### src/verilog/timer_pkg.sv
// constants shared by the timer/counter design files
package timer_pkg;
    localparam int           DATA_W          = 8;
    localparam int           PRE_W           = 15;
    localparam int           SEL_W           = 4;
    localparam int           ADDR_W          = 5;
    // register byte addresses
    localparam logic [4:0]   COUNT_LOW_OFS   = 5'h00;
    localparam logic [4:0]   HIGH_BUF_OFS    = 5'h04;
    localparam logic [4:0]   CTRL_FIRST_OFS  = 5'h08;
    localparam logic [4:0]   CTRL_SECOND_OFS = 5'h0c;
    localparam logic [4:0]   INT_STATUS_OFS  = 5'h10;
    localparam logic [4:0]   INT_MASK_OFS    = 5'h14;
    // timer_control_first fields
    localparam int           EN_BIT          = 7;
    localparam int           OUT_BIT         = 5;
    localparam int           WIDTH_SEL_BIT   = 4;
    // timer_control_second fields
    localparam int           SRC_BIT         = 5;
    localparam int           ASYNC_BIT       = 4;
    // interrupt status bit
    localparam int           EVT_BIT         = 0;
    // reset values
    localparam logic [7:0]   LOW_RST         = 8'h00;
    localparam logic [7:0]   HIGH_RST        = 8'hff;
    localparam logic [7:0]   CTRL_RST        = 8'h00;
    localparam logic [7:0]   MASK_RST        = 8'h00;
    // last phase of the four reference clocks per instruction cycle (quarter rate)
    localparam logic [1:0]   INSTR_DIV_LAST  = 2'h3;
endpackage
### src/verilog/event_prescaler.sv
// power-of-two event prescaler, 15-bit counter
`timescale 1ns/1ps
module event_prescaler
    import timer_pkg::*;
#(
    parameter int CNT_W = 15
) (
    input  wire logic             ref_clk,
    input  wire logic             rstn,
    input  wire logic             clear,
    input  wire logic             event_in,
    input  wire logic [SEL_W-1:0] sel,
    output logic                  tick_reg
);
    logic [CNT_W-1:0] cnt_reg;
    logic [CNT_W-1:0] mask;

    assign mask = CNT_W'((CNT_W+1)'(1) << sel) - CNT_W'(1);

    always_ff @(posedge ref_clk) begin
        if (!rstn || clear) begin
            cnt_reg <= '0;
        end else if (event_in) begin
            cnt_reg <= cnt_reg + CNT_W'(1);
        end
    end

    // select zero bypasses the divider
    always_ff @(posedge ref_clk) begin
        if (!rstn || clear) begin
            tick_reg <= 1'b0;
        end else begin
            tick_reg <= event_in && ((cnt_reg & mask) == mask);
        end
    end

    property p_bypass;
        @(posedge ref_clk) disable iff (!rstn)
        (sel == '0 && event_in && !clear) |=> tick_reg;
    endproperty
    a_bypass: assert property (p_bypass) else $error("bypassed event did not tick");
endmodule

### src/verilog/timer_counter.sv
// 8/16-bit timer/counter with wishbone register slave
// Summary of operation
// - width select bit in first control chooses 8-bit or 16-bit counting.
// - count advances on selected source rising edge after 15-bit prescaler, 4-bit select.
// - 16-bit: real high byte hidden; low byte read loads high buffer.
// - 16-bit: low byte write loads real high byte from buffer.
// - 8-bit: low matches period; output pulses, low clears, period reloads.
// - 8-bit: both bytes read/write; reset clears low, sets high to ones.
// - low write, control writes and reset clear prescaler and postscaler.
// - counter mode, select zero: each input rising edge counts once.
// - timer mode counts instruction cycles, or divided rate with prescaler.
// - asynchronous select one counts input edges unsynchronised, also during sleep.
// - asynchronous select zero syncs to quarter rate; input must not exceed it.
// - interrupt flag raised on match or overflow after postscaler.
// - prescaler is private to the timer, not shared with watchdog.
// - timer event goes to a pin route and to on-chip peripherals.
`timescale 1ns/1ps
module timer_counter
    import timer_pkg::*;
(
    input  wire logic              ref_clk,
    input  wire logic              rstn,
    input  wire logic              wb_cyc_i,
    input  wire logic              wb_stb_i,
    input  wire logic              wb_we_i,
    input  wire logic [ADDR_W-1:0] wb_adr_i,
    input  wire logic [3:0]        wb_sel_i,
    input  wire logic [31:0]       wb_dat_i,
    output logic      [31:0]       wb_dat_o,
    output logic                   wb_ack_o,
    input  wire logic              count_in,
    input  wire logic              sleep_mode,
    output logic                   timer_match_output,
    output logic                   peripheral_event,
    output logic                   irq
);
    import timer_pkg::*;

    logic [7:0] low_reg;
    logic [7:0] high_reg;
    logic [7:0] real_high_reg;
    logic [7:0] period_reg;
    logic [7:0] ctrl_first_reg;
    logic [7:0] ctrl_second_reg;
    logic [7:0] status_reg;
    logic [7:0] mask_reg;
    logic [3:0] post_cnt_reg;
    logic [1:0] phase_reg;
    logic       count_prev_reg;
    logic       ack_reg;
    logic [31:0] rdata_reg;
    logic       out_reg;
    logic       evt_out_reg;
    logic       irq_reg;

    logic       acc;
    logic       wr;
    logic       rd;
    logic       wr_low;
    logic       wr_ctrl;
    logic       instr_strobe;
    logic       in_edge;
    logic       raw_event;
    logic       src_event;
    logic       tick;
    logic       enabled;
    logic       mode16;
    logic       async_mode;
    logic       hit;
    logic       post_fire;
    logic [7:0] status_wclr;
    logic [7:0] rd_mux;

    // access takes effect on the edge where the master sees ack
    assign acc     = wb_cyc_i && wb_stb_i && ack_reg;
    assign wr      = acc && wb_we_i && wb_sel_i[0];
    assign rd      = acc && !wb_we_i;
    assign wr_low  = wr && (wb_adr_i == COUNT_LOW_OFS);
    assign wr_ctrl = wr && (wb_adr_i == CTRL_FIRST_OFS || wb_adr_i == CTRL_SECOND_OFS);

    assign enabled    = ctrl_first_reg[EN_BIT];
    assign mode16     = ctrl_first_reg[WIDTH_SEL_BIT];
    assign async_mode = ctrl_second_reg[ASYNC_BIT];

    // bus answer: one wait state, ack for one cycle
    always_ff @(posedge ref_clk) begin
        if (!rstn) begin
            ack_reg <= 1'b0;
        end else begin
            ack_reg <= wb_cyc_i && wb_stb_i && !ack_reg;
        end
    end

    always_comb begin
        rd_mux = 8'h00;
        unique case (wb_adr_i)
            COUNT_LOW_OFS:   rd_mux = low_reg;
            HIGH_BUF_OFS:    rd_mux = high_reg;
            CTRL_FIRST_OFS:  rd_mux = ctrl_first_reg;
            CTRL_SECOND_OFS: rd_mux = ctrl_second_reg;
            INT_STATUS_OFS:  rd_mux = status_reg;
            INT_MASK_OFS:    rd_mux = mask_reg;
            default:         rd_mux = 8'h00;
        endcase
    end

    always_ff @(posedge ref_clk) begin
        if (!rstn) begin
            rdata_reg <= 32'h0000_0000;
        end else if (wb_cyc_i && wb_stb_i && !ack_reg) begin
            rdata_reg <= {24'h00_0000, rd_mux};
        end
    end

    assign wb_ack_o = ack_reg;
    assign wb_dat_o = rdata_reg;

    always_ff @(posedge ref_clk) begin
        if (!rstn) begin
            ctrl_first_reg  <= CTRL_RST;
            ctrl_second_reg <= CTRL_RST;
            mask_reg        <= MASK_RST;
        end else if (wr) begin
            if (wb_adr_i == CTRL_FIRST_OFS) begin
                ctrl_first_reg <= {wb_dat_i[7:6], 1'b0, wb_dat_i[4:0]};
            end
            if (wb_adr_i == CTRL_SECOND_OFS) begin
                ctrl_second_reg <= {2'b00, wb_dat_i[5:0]};
            end
            if (wb_adr_i == INT_MASK_OFS) begin
                mask_reg <= wb_dat_i[7:0];
            end
        end
    end

    // instruction cycle strobe; the core clock halts in sleep
    always_ff @(posedge ref_clk) begin
        if (!rstn) begin
            phase_reg <= 2'h0;
        end else if (!sleep_mode) begin
            phase_reg <= phase_reg + 2'h1;
        end
    end
    assign instr_strobe = !sleep_mode && (phase_reg == INSTR_DIV_LAST);

    always_ff @(posedge ref_clk) begin
        if (!rstn) begin
            count_prev_reg <= 1'b0;
        end else begin
            count_prev_reg <= count_in;
        end
    end
    assign in_edge   = count_in && !count_prev_reg;
    assign raw_event = ctrl_second_reg[SRC_BIT] ? in_edge : instr_strobe;

    // synchronous mode holds an input edge until the next quarter-rate strobe
    logic sync_hold_reg;
    always_ff @(posedge ref_clk) begin
        if (!rstn || async_mode) begin
            sync_hold_reg <= 1'b0;
        end else if (instr_strobe) begin
            sync_hold_reg <= 1'b0;
        end else if (in_edge) begin
            sync_hold_reg <= 1'b1;
        end
    end

    always_comb begin
        if (!enabled) begin
            src_event = 1'b0;
        end else if (!ctrl_second_reg[SRC_BIT]) begin
            src_event = instr_strobe;
        end else if (async_mode) begin
            src_event = raw_event;
        end else begin
            src_event = instr_strobe && (sync_hold_reg || in_edge);
        end
    end

    // private prescaler instance, never shared with the watchdog
    event_prescaler #(
        .CNT_W (PRE_W)
    ) u_prescaler (
        .ref_clk  (ref_clk),
        .rstn     (rstn),
        .clear    (wr_low || wr_ctrl),
        .event_in (src_event),
        .sel      (ctrl_second_reg[SEL_W-1:0]),
        .tick_reg (tick)
    );

    assign hit = mode16 ? ({real_high_reg, low_reg} == 16'hffff) : (low_reg == period_reg);

    // count bytes, high buffer and period buffer
    always_ff @(posedge ref_clk) begin
        if (!rstn) begin
            low_reg       <= LOW_RST;
            high_reg      <= HIGH_RST;
            real_high_reg <= LOW_RST;
            period_reg    <= HIGH_RST;
        end else begin
            if (tick && enabled) begin
                if (mode16) begin
                    {real_high_reg, low_reg} <= {real_high_reg, low_reg} + 16'h0001;
                end else if (hit) begin
                    low_reg    <= 8'h00;
                    period_reg <= high_reg;
                end else begin
                    low_reg <= low_reg + 8'h01;
                end
            end
            if (wr_low) begin
                low_reg <= wb_dat_i[7:0];
                if (mode16) begin
                    real_high_reg <= high_reg;
                end
            end
            if (wr && wb_adr_i == HIGH_BUF_OFS) begin
                high_reg <= wb_dat_i[7:0];
            end else if (rd && wb_adr_i == COUNT_LOW_OFS && mode16) begin
                high_reg <= real_high_reg;
            end
        end
    end

    // output high for one prescaled period after match or overflow
    always_ff @(posedge ref_clk) begin
        if (!rstn || !enabled) begin
            out_reg     <= 1'b0;
            evt_out_reg <= 1'b0;
        end else if (tick) begin
            out_reg     <= hit;
            evt_out_reg <= hit;
        end
    end
    assign timer_match_output = out_reg;
    assign peripheral_event   = evt_out_reg;

    assign post_fire = tick && enabled && hit && (post_cnt_reg == ctrl_first_reg[SEL_W-1:0]);

    always_ff @(posedge ref_clk) begin
        if (!rstn || wr_low || wr_ctrl) begin
            post_cnt_reg <= 4'h0;
        end else if (tick && enabled && hit) begin
            post_cnt_reg <= post_fire ? 4'h0 : post_cnt_reg + 4'h1;
        end
    end

    // set wins over write-one-to-clear
    assign status_wclr = (wr && wb_adr_i == INT_STATUS_OFS) ? wb_dat_i[7:0] : 8'h00;
    always_ff @(posedge ref_clk) begin
        if (!rstn) begin
            status_reg <= 8'h00;
        end else begin
            status_reg <= (status_reg & ~status_wclr) | (8'(post_fire) << EVT_BIT);
        end
    end

    always_ff @(posedge ref_clk) begin
        if (!rstn) begin
            irq_reg <= 1'b0;
        end else begin
            irq_reg <= |(status_reg & mask_reg);
        end
    end
    assign irq = irq_reg;

    property p_ack_once;
        @(posedge ref_clk) disable iff (!rstn)
        wb_ack_o |=> !wb_ack_o;
    endproperty
    a_ack_once: assert property (p_ack_once) else $error("ack held longer than one cycle");

    property p_read_latch;
        @(posedge ref_clk) disable iff (!rstn)
        (rd && wb_adr_i == COUNT_LOW_OFS && mode16) |=> (high_reg == $past(real_high_reg));
    endproperty
    a_read_latch: assert property (p_read_latch) else $error("high buffer not loaded on low read");

    property p_write_pair;
        @(posedge ref_clk) disable iff (!rstn)
        (wr_low && mode16) |=> (real_high_reg == $past(high_reg)) && (low_reg == $past(wb_dat_i[7:0]));
    endproperty
    a_write_pair: assert property (p_write_pair) else $error("16-bit write not applied together");

    property p_match_clear;
        @(posedge ref_clk) disable iff (!rstn)
        (tick && enabled && !mode16 && hit && !wr_low) |=> (low_reg == 8'h00) && timer_match_output;
    endproperty
    a_match_clear: assert property (p_match_clear) else $error("match did not clear and pulse");

    property p_wrap;
        @(posedge ref_clk) disable iff (!rstn)
        (tick && enabled && mode16 && hit && !wr_low) |=> ({real_high_reg, low_reg} == 16'h0000);
    endproperty
    a_wrap: assert property (p_wrap) else $error("16-bit count did not wrap");

    property p_clear_post;
        @(posedge ref_clk) disable iff (!rstn)
        (wr_low || wr_ctrl) |=> (post_cnt_reg == 4'h0) && !tick;
    endproperty
    a_clear_post: assert property (p_clear_post) else $error("scalers not cleared on write");

    property p_hold;
        @(posedge ref_clk) disable iff (!rstn)
        (!tick && !wr_low) |=> $stable(low_reg);
    endproperty
    a_hold: assert property (p_hold) else $error("count moved without a tick");

    property p_flag;
        @(posedge ref_clk) disable iff (!rstn)
        post_fire |=> status_reg[EVT_BIT] ##1 (irq == ($past(status_reg[EVT_BIT]) && $past(mask_reg[EVT_BIT])));
    endproperty
    a_flag: assert property (p_flag) else $error("postscaled event did not flag");

    property p_sync_rate;
        @(posedge ref_clk) disable iff (!rstn)
        (src_event && !async_mode) |-> instr_strobe;
    endproperty
    a_sync_rate: assert property (p_sync_rate) else $error("sync count off quarter rate");

    property p_reset_values;
        @(posedge ref_clk)
        !rstn |=> (low_reg == LOW_RST) && (high_reg == HIGH_RST) && (period_reg == HIGH_RST) && !irq;
    endproperty
    a_reset_values: assert property (p_reset_values) else $error("reset values not applied");

    property p_period_reload;
        @(posedge ref_clk) disable iff (!rstn)
        (tick && enabled && !mode16 && hit) |=> (period_reg == $past(high_reg));
    endproperty
    a_period_reload: assert property (p_period_reload) else $error("period buffer not reloaded on match");

    property p_out_drop;
        @(posedge ref_clk) disable iff (!rstn)
        (tick && timer_match_output && !hit) |=> !timer_match_output;
    endproperty
    a_out_drop: assert property (p_out_drop) else $error("match output held past one period");

    property p_irq_masked;
        @(posedge ref_clk) disable iff (!rstn)
        ((status_reg & mask_reg) == 8'h00) |=> !irq;
    endproperty
    a_irq_masked: assert property (p_irq_masked) else $error("interrupt without unmasked status");

    // an input edge in synchronous mode must reach the prescaler by the next strobe
    property p_sync_keep;
        @(posedge ref_clk) disable iff (!rstn)
        (in_edge && enabled && ctrl_second_reg[SRC_BIT] && !async_mode && !sleep_mode) |-> ##[0:3] src_event;
    endproperty
    a_sync_keep: assert property (p_sync_keep) else $error("synchronised input edge lost");
endmodule

### config.mk
export PLATFORM = sky130hd
export DESIGN_NAME = timer_counter
export DESIGN_NICKNAME = d
export VERILOG_FILES = /design/src/verilog/timer_pkg.sv /design/src/verilog/event_prescaler.sv /design/src/verilog/timer_counter.sv
export SDC_FILE = /design/constraint.sdc
export NUM_CORES = 1
export LEC_CHECK = 0
export BUFFER_PORTS_ARGS = -buffer_cell sky130_fd_sc_hd__buf_2
export CORE_MARGIN = 4
export CORE_UTILIZATION = 47
export CTS_CLUSTER_SIZE = 16
export DETAILED_ROUTE_END_ITERATION = 10
export GPL_TIMING_DRIVEN = 1
export PLACE_DENSITY = 0.74
export SYNTH_ARGS = -nofsm -noshare
export SYNTH_HDL_FRONTEND = slang
export SYNTH_SLANG_ARGS = --single-unit
### constraint.sdc
create_clock -name ref_clk -period 2.7 [get_ports ref_clk]
set_clock_uncertainty 0.05 [all_clocks]
set_input_delay 0.54 -clock ref_clk [delete_from_list [all_inputs] [get_ports ref_clk]]
set_output_delay 0.54 -clock ref_clk [all_outputs]
set_load 0.03 [all_outputs]
After elaboration in Yosys (flattened, before gate mapping)
Index checks and enable logic that the tools add are counted.

Register bits after elaboration: 96. Bits of input ports: 48. Output and inout bits: 36. Word-level logic and storage cells: 100.

Add/subtract/negate cells: 6. Equality and inequality tests: 10. Shift operators: 1. Multiplexer cells: 17. Bitwise logic cells: 6. Reductions and logical operators: 42.

Operator list (count): $mux 8 (11); $pmux 8 s6 (1); $logic_and 1x1->1 (19); $add 16x1->16 const B (1); $and 8x8->8 (2); $eq 16x16->1 const B (1); $add 15x1->15 const B (1); $and 15x15->15 (1); $eq 15x15->1 (1); $shl 1x4->15 const A (1); $sub 15x2->15 const B (1); $eq 5x4->1 const B (2); $eq 5x5->1 const B (2); $add 8x1->8 const B (1); $eq 8x8->1 (1); $logic_or 1x1->1 (8); $not 8->8 (1); $or 8x1->8 (1); $reduce_or 8->1 (1); $logic_not 1->1 (6); $reduce_and 2->1 (3); $eq 5x3->1 const B (1); $logic_not 5->1 (1); $add 4x1->4 const B (1); other kinds (9) (13).

Longest topological paths before layout
Depth in word-level cells: 9. Gate-level depth with buffers: 12. Depth with buffers taken out: 8.

Modules after synthesis
A second synthesis with hierarchy kept.

Cells, all modules: 619. Area total of the unflattened synthesis: 5176.2 sq um.

Modules (own cells, without submodules): timer_counter (instances 1, cells an instance 502, area each 4246.6 sq um, sequential area each 1601.5 sq um); event_prescaler (instances 1, cells an instance 117, area each 929.6 sq um, sequential area each 320.3 sq um).

Worst setup path after synthesis
Ideal clock, no wire load.

Path kind: flip-flop to flip-flop. From: register ctrl_second_reg[1]. To: register u_prescaler.tick_reg. Setup time: 0.061 ns. Arrival: 2.469 ns. Data required time: 2.589 ns. Slack: 0.120 ns. Stages on the path, launching flop included: 11. Path buffers: 4. Clock period less this slack: 2.580 ns. Cells stage by stage: dfxtp_1 clkbuf_1 clkbuf_1 or4_1 ha_1 clkbuf_1 buf_1 a21oi_1 o2bb2ai_1 a2111oi_0 and4_1.

Word-level cells in the longest chain between the ends: 5.

Ends and longest elaborated chain: start: declaration (RTL line timer_counter.sv:44) `logic [7:0] ctrl_second_reg;`; start signal: assignment (RTL line timer_counter.sv:128) `ctrl_second_reg <= {2'b00, wb_dat_i[5:0]};`; $shl 1x4->15 (*) (RTL line event_prescaler.sv:18) `assign mask = CNT_W'((CNT_W+1)'(1) << sel) - CNT_W'(1);`; $sub 15x2->15 (*) (RTL line event_prescaler.sv:18); $and 15x15->15 (RTL line event_prescaler.sv:33) `tick_reg <= event_in && ((cnt_reg & mask) == mask);`; $eq 15x15->1 (*) (RTL line event_prescaler.sv:33); $logic_and 1x1->1 (*) (RTL line event_prescaler.sv:33); end signal: assignment (RTL line event_prescaler.sv:33); end: declaration (RTL line event_prescaler.sv:13) `output logic tick_reg`.

Every way passes the cells marked *; elsewhere a longest branch is shown, timed or not. A chain may end at the register's enable or synchronous reset.

Worst setup path after layout
From: register ctrl_second_reg[0]. To: register u_prescaler.tick_reg.

The elaborated chain is that of the path after synthesis.

==> reports/metrics.yaml <==
hold_viol: 0
first_iter_violations: 492
largest_reg_flops: 15
crit_path_end: "u_prescaler.tick_reg$_SDFF_PP0_"
fp.dieW_um: 114.6
root_buffer: "clkbuf_16"
final_cell_mix: "96 x dfxtp_1, 60 x nand2_1, 52 x a21oi_1, 44 x nor2_1, 39 x o21ai_0"
fin_crit_sh: 0.8766
ys_seq_elements: 96
design.core.area_um2: 10980
htreeDepth: 3
placementRows: 38
multiInputGateArea_um2: 3082
setup_tns_ns: 0
dp_hpwl_mm: 10.57
critPathKind: "reg -> reg"
worstPathArrival_ns: 2.60
cts_resized: 0
required_ns: 2.93
cts-buffers-inserted: 9
p_leak_uw: 0.002112
seq_area_um2: 1922
ir_worst_vdd_v: 0.0002818
avgRoutedWirePerCell_um: 18.10
max_freq_ghz: 0.4225
ant_nets: 0
startpoint_type: "flop"
synthFlopType: "dfxtp_1"
start_util: 0.4861
yosys_warnings: 0
syn_inst: 654
synth_edf_count: 0
r2r_cells: 7
path_clk_slew_ns: 0.06
grt_busiest_layer: "met2"
synth_top_area_share: 0.3600
rsz0062_at_grt: "false"
synth.top_cells.by_area: "dfxtp_1 36%, a21oi_1 4.9%, mux2i_1 4.5%"
yosysUniqueCellTypes: 63
final_common_cell: "dfxtp_1"
timing.rr.start: "ctrl_second_reg[0]$_SDFFE_PN0P_"
drc: 0
grt_pass1_vias: 4756
via_per_inst: 6.193
met3_usage: 0.03277
dieArea_um2: 13130
gp_congestion: 0.9184
hold_buffers: 0
max_slew_margin: 0.4365
cts_tree: "built"
p_per_area_nw_per_um2: 491.7
overflow: 0
use_met2: 0.3679
syn-cell-area_um2: 5339
dr.pass1.iters: 5
wirelength_mm: 14.94
clock_sinks: 96
drv_cap: 0
crit_start: "ctrl_second_reg[0]$_SDFFE_PN0P_"
grt.total_usage: 0.2306
status: "finished clean"
drv_slew: 0
num_vias: 5109
synth_area_per_cell_um2: 8.163
boundaryPins: 84
yosysTopAreaCell: "dfxtp_1"
n_antenna_cell: 0
fillers: 998
worst_pin_slew_ns: 0.8444
crit_path_max_fanout: 12
reg2reg_to: "u_prescaler.tick_reg$_SDFF_PP0_"
async_reset_ff_frac: 0
grt_pass1_wl_mm: 24.34
drive_above_1_share: 0.1474
use_met1: 0.3093
grt_max_degree: 39
clk_latency_ns: 0.34
holdCritPathClass: "in -> reg"
syn2layout_area_growth_pct: 10.66
critPathCaptureType: "flop"
place_ws_ns: 0.2712
ys_seq_area_frac: 0.3600
io_buffers: 32
postLayoutCoreUtil: 0.5379
nets: 733
ctsLongestPathBuffers: 2
setup-violations-final: 0
fp.dieH_um: 114.6
cts_setup_buffers: 0
antenna_found_initial: 0
setup_ws_ns: 0.3331
whs_ns: 0.3760
r2r_setup_slack_ns: 0.33
period_minus_slack_ns: 2.367
## cell type report
| cell class | count | area share |
|---|---|---|
| clock inverters | 6 | 0.01144 |
| well taps | 140 | 0.02965 |
| repair buffers | 61 | 0.06396 |
| multi-input cells | 500 | 0.5216 |
| flip-flops and latches | 96 | 0.3253 |
| clock buffers | 10 | 0.04045 |
| inverters | 12 | 0.007624 |
## power breakdown
group          switching [µW]  internal [µW]
logic                     122           38.1
clock network             566            747
registers                8.62           1420
## cells by family after synthesis
| group | share of synthesized area |
|---|---|
| and+or+nand+nor | 0.2348 |
| buffers and inverters | 0.07898 |
| DFF | 0.3600 |
| adders and majority gates | 0.01172 |
| muxes | 0.05765 |
| xor gates and xnor gates | 0.02953 |
| AOI/OAI and AO/OA | 0.2266 |
| other | 0.0007024 |
## how the worst min path moves through the flow
stage | slack, ns | depth (start not counted) | from | to
2_1_floorplan | 0.37 | 2 | status_reg[2]$_SDFF_PN0_ | status_reg[2]$_SDFF_PN0_
3_3_place_gp | 0.39 | 2 | status_reg[7]$_SDFF_PN0_ | status_reg[7]$_SDFF_PN0_
3_5_place_dp | 0.39 | 2 | status_reg[7]$_SDFF_PN0_ | status_reg[7]$_SDFF_PN0_
4_1_cts | 0.37 | 2 | count_in | count_prev_reg$_SDFF_PN0_
5_1_grt | 0.40 | 2 | count_in | count_prev_reg$_SDFF_PN0_
6_report | 0.38 | 2 | count_in | count_prev_reg$_SDFF_PN0_
## critical path: stages (launching register included)
cell and delay [ns]:
dfxtp_1 0.31, or4_1 0.52, ha_1 0.35, and2_1 0.23
o211ai_1 0.19, a21oi_1 0.09, a2111oi_0 0.32, and4_1 0.25
## synth_stat cells, types with 3 or more instances
cell type and n:
a211oi_1 4, a21o_1 3, a31oi_1 12, a41oi_1 4, buf_1 3, nor3_1 12
mux2_2 6, and4_1 6, a221oi_1 3, a22oi_1 25, or4_1 3, mux2i_1 24
and3_1 12, nor2_1 44, buf_4 25, nand3_1 37, o21ai_0 39, clkbuf_1 32
nand2_1 60, inv_1 12, o21a_1 4, a31o_2 7, dfxtp_1 96, ha_1 5
o211ai_1 6, nand4_1 11, a21oi_1 52, and2_1 17, nor2b_1 4, nand2b_1 3
xor2_1 12, xnor2_1 6, o221a_2 3, or3_1 11, nor3b_1 3, o2111ai_1 4
buf_2 7
## through the flow
| step | instance area [µm²] | total power, µW | std cells |
|---|---|---|---|
| 6_report | 5908 | 2905 | 825 |
| 5_1_grt | 5908 | 2984 | 825 |
| 4_1_cts | 5908 | 2915 | 825 |
| 3_5_place_dp | 5602 | 1621 | 809 |
| 3_3_place_gp | 5602 | 1617 | 809 |
| 2_1_floorplan | 5425 | 1593 | 677 |
## metal layers
metal | wire (µm) | vias up | part of all wire
li1 | - | 2408 | -
met4 | 444 | 0 | 0.030
met5 | 0 | - | 0
met1 | 6380 | 2409 | 0.43
met2 | 6826 | 258 | 0.46
met3 | 1283 | 34 | 0.086
No activity file was read; power rests on OpenSTA's default activity.
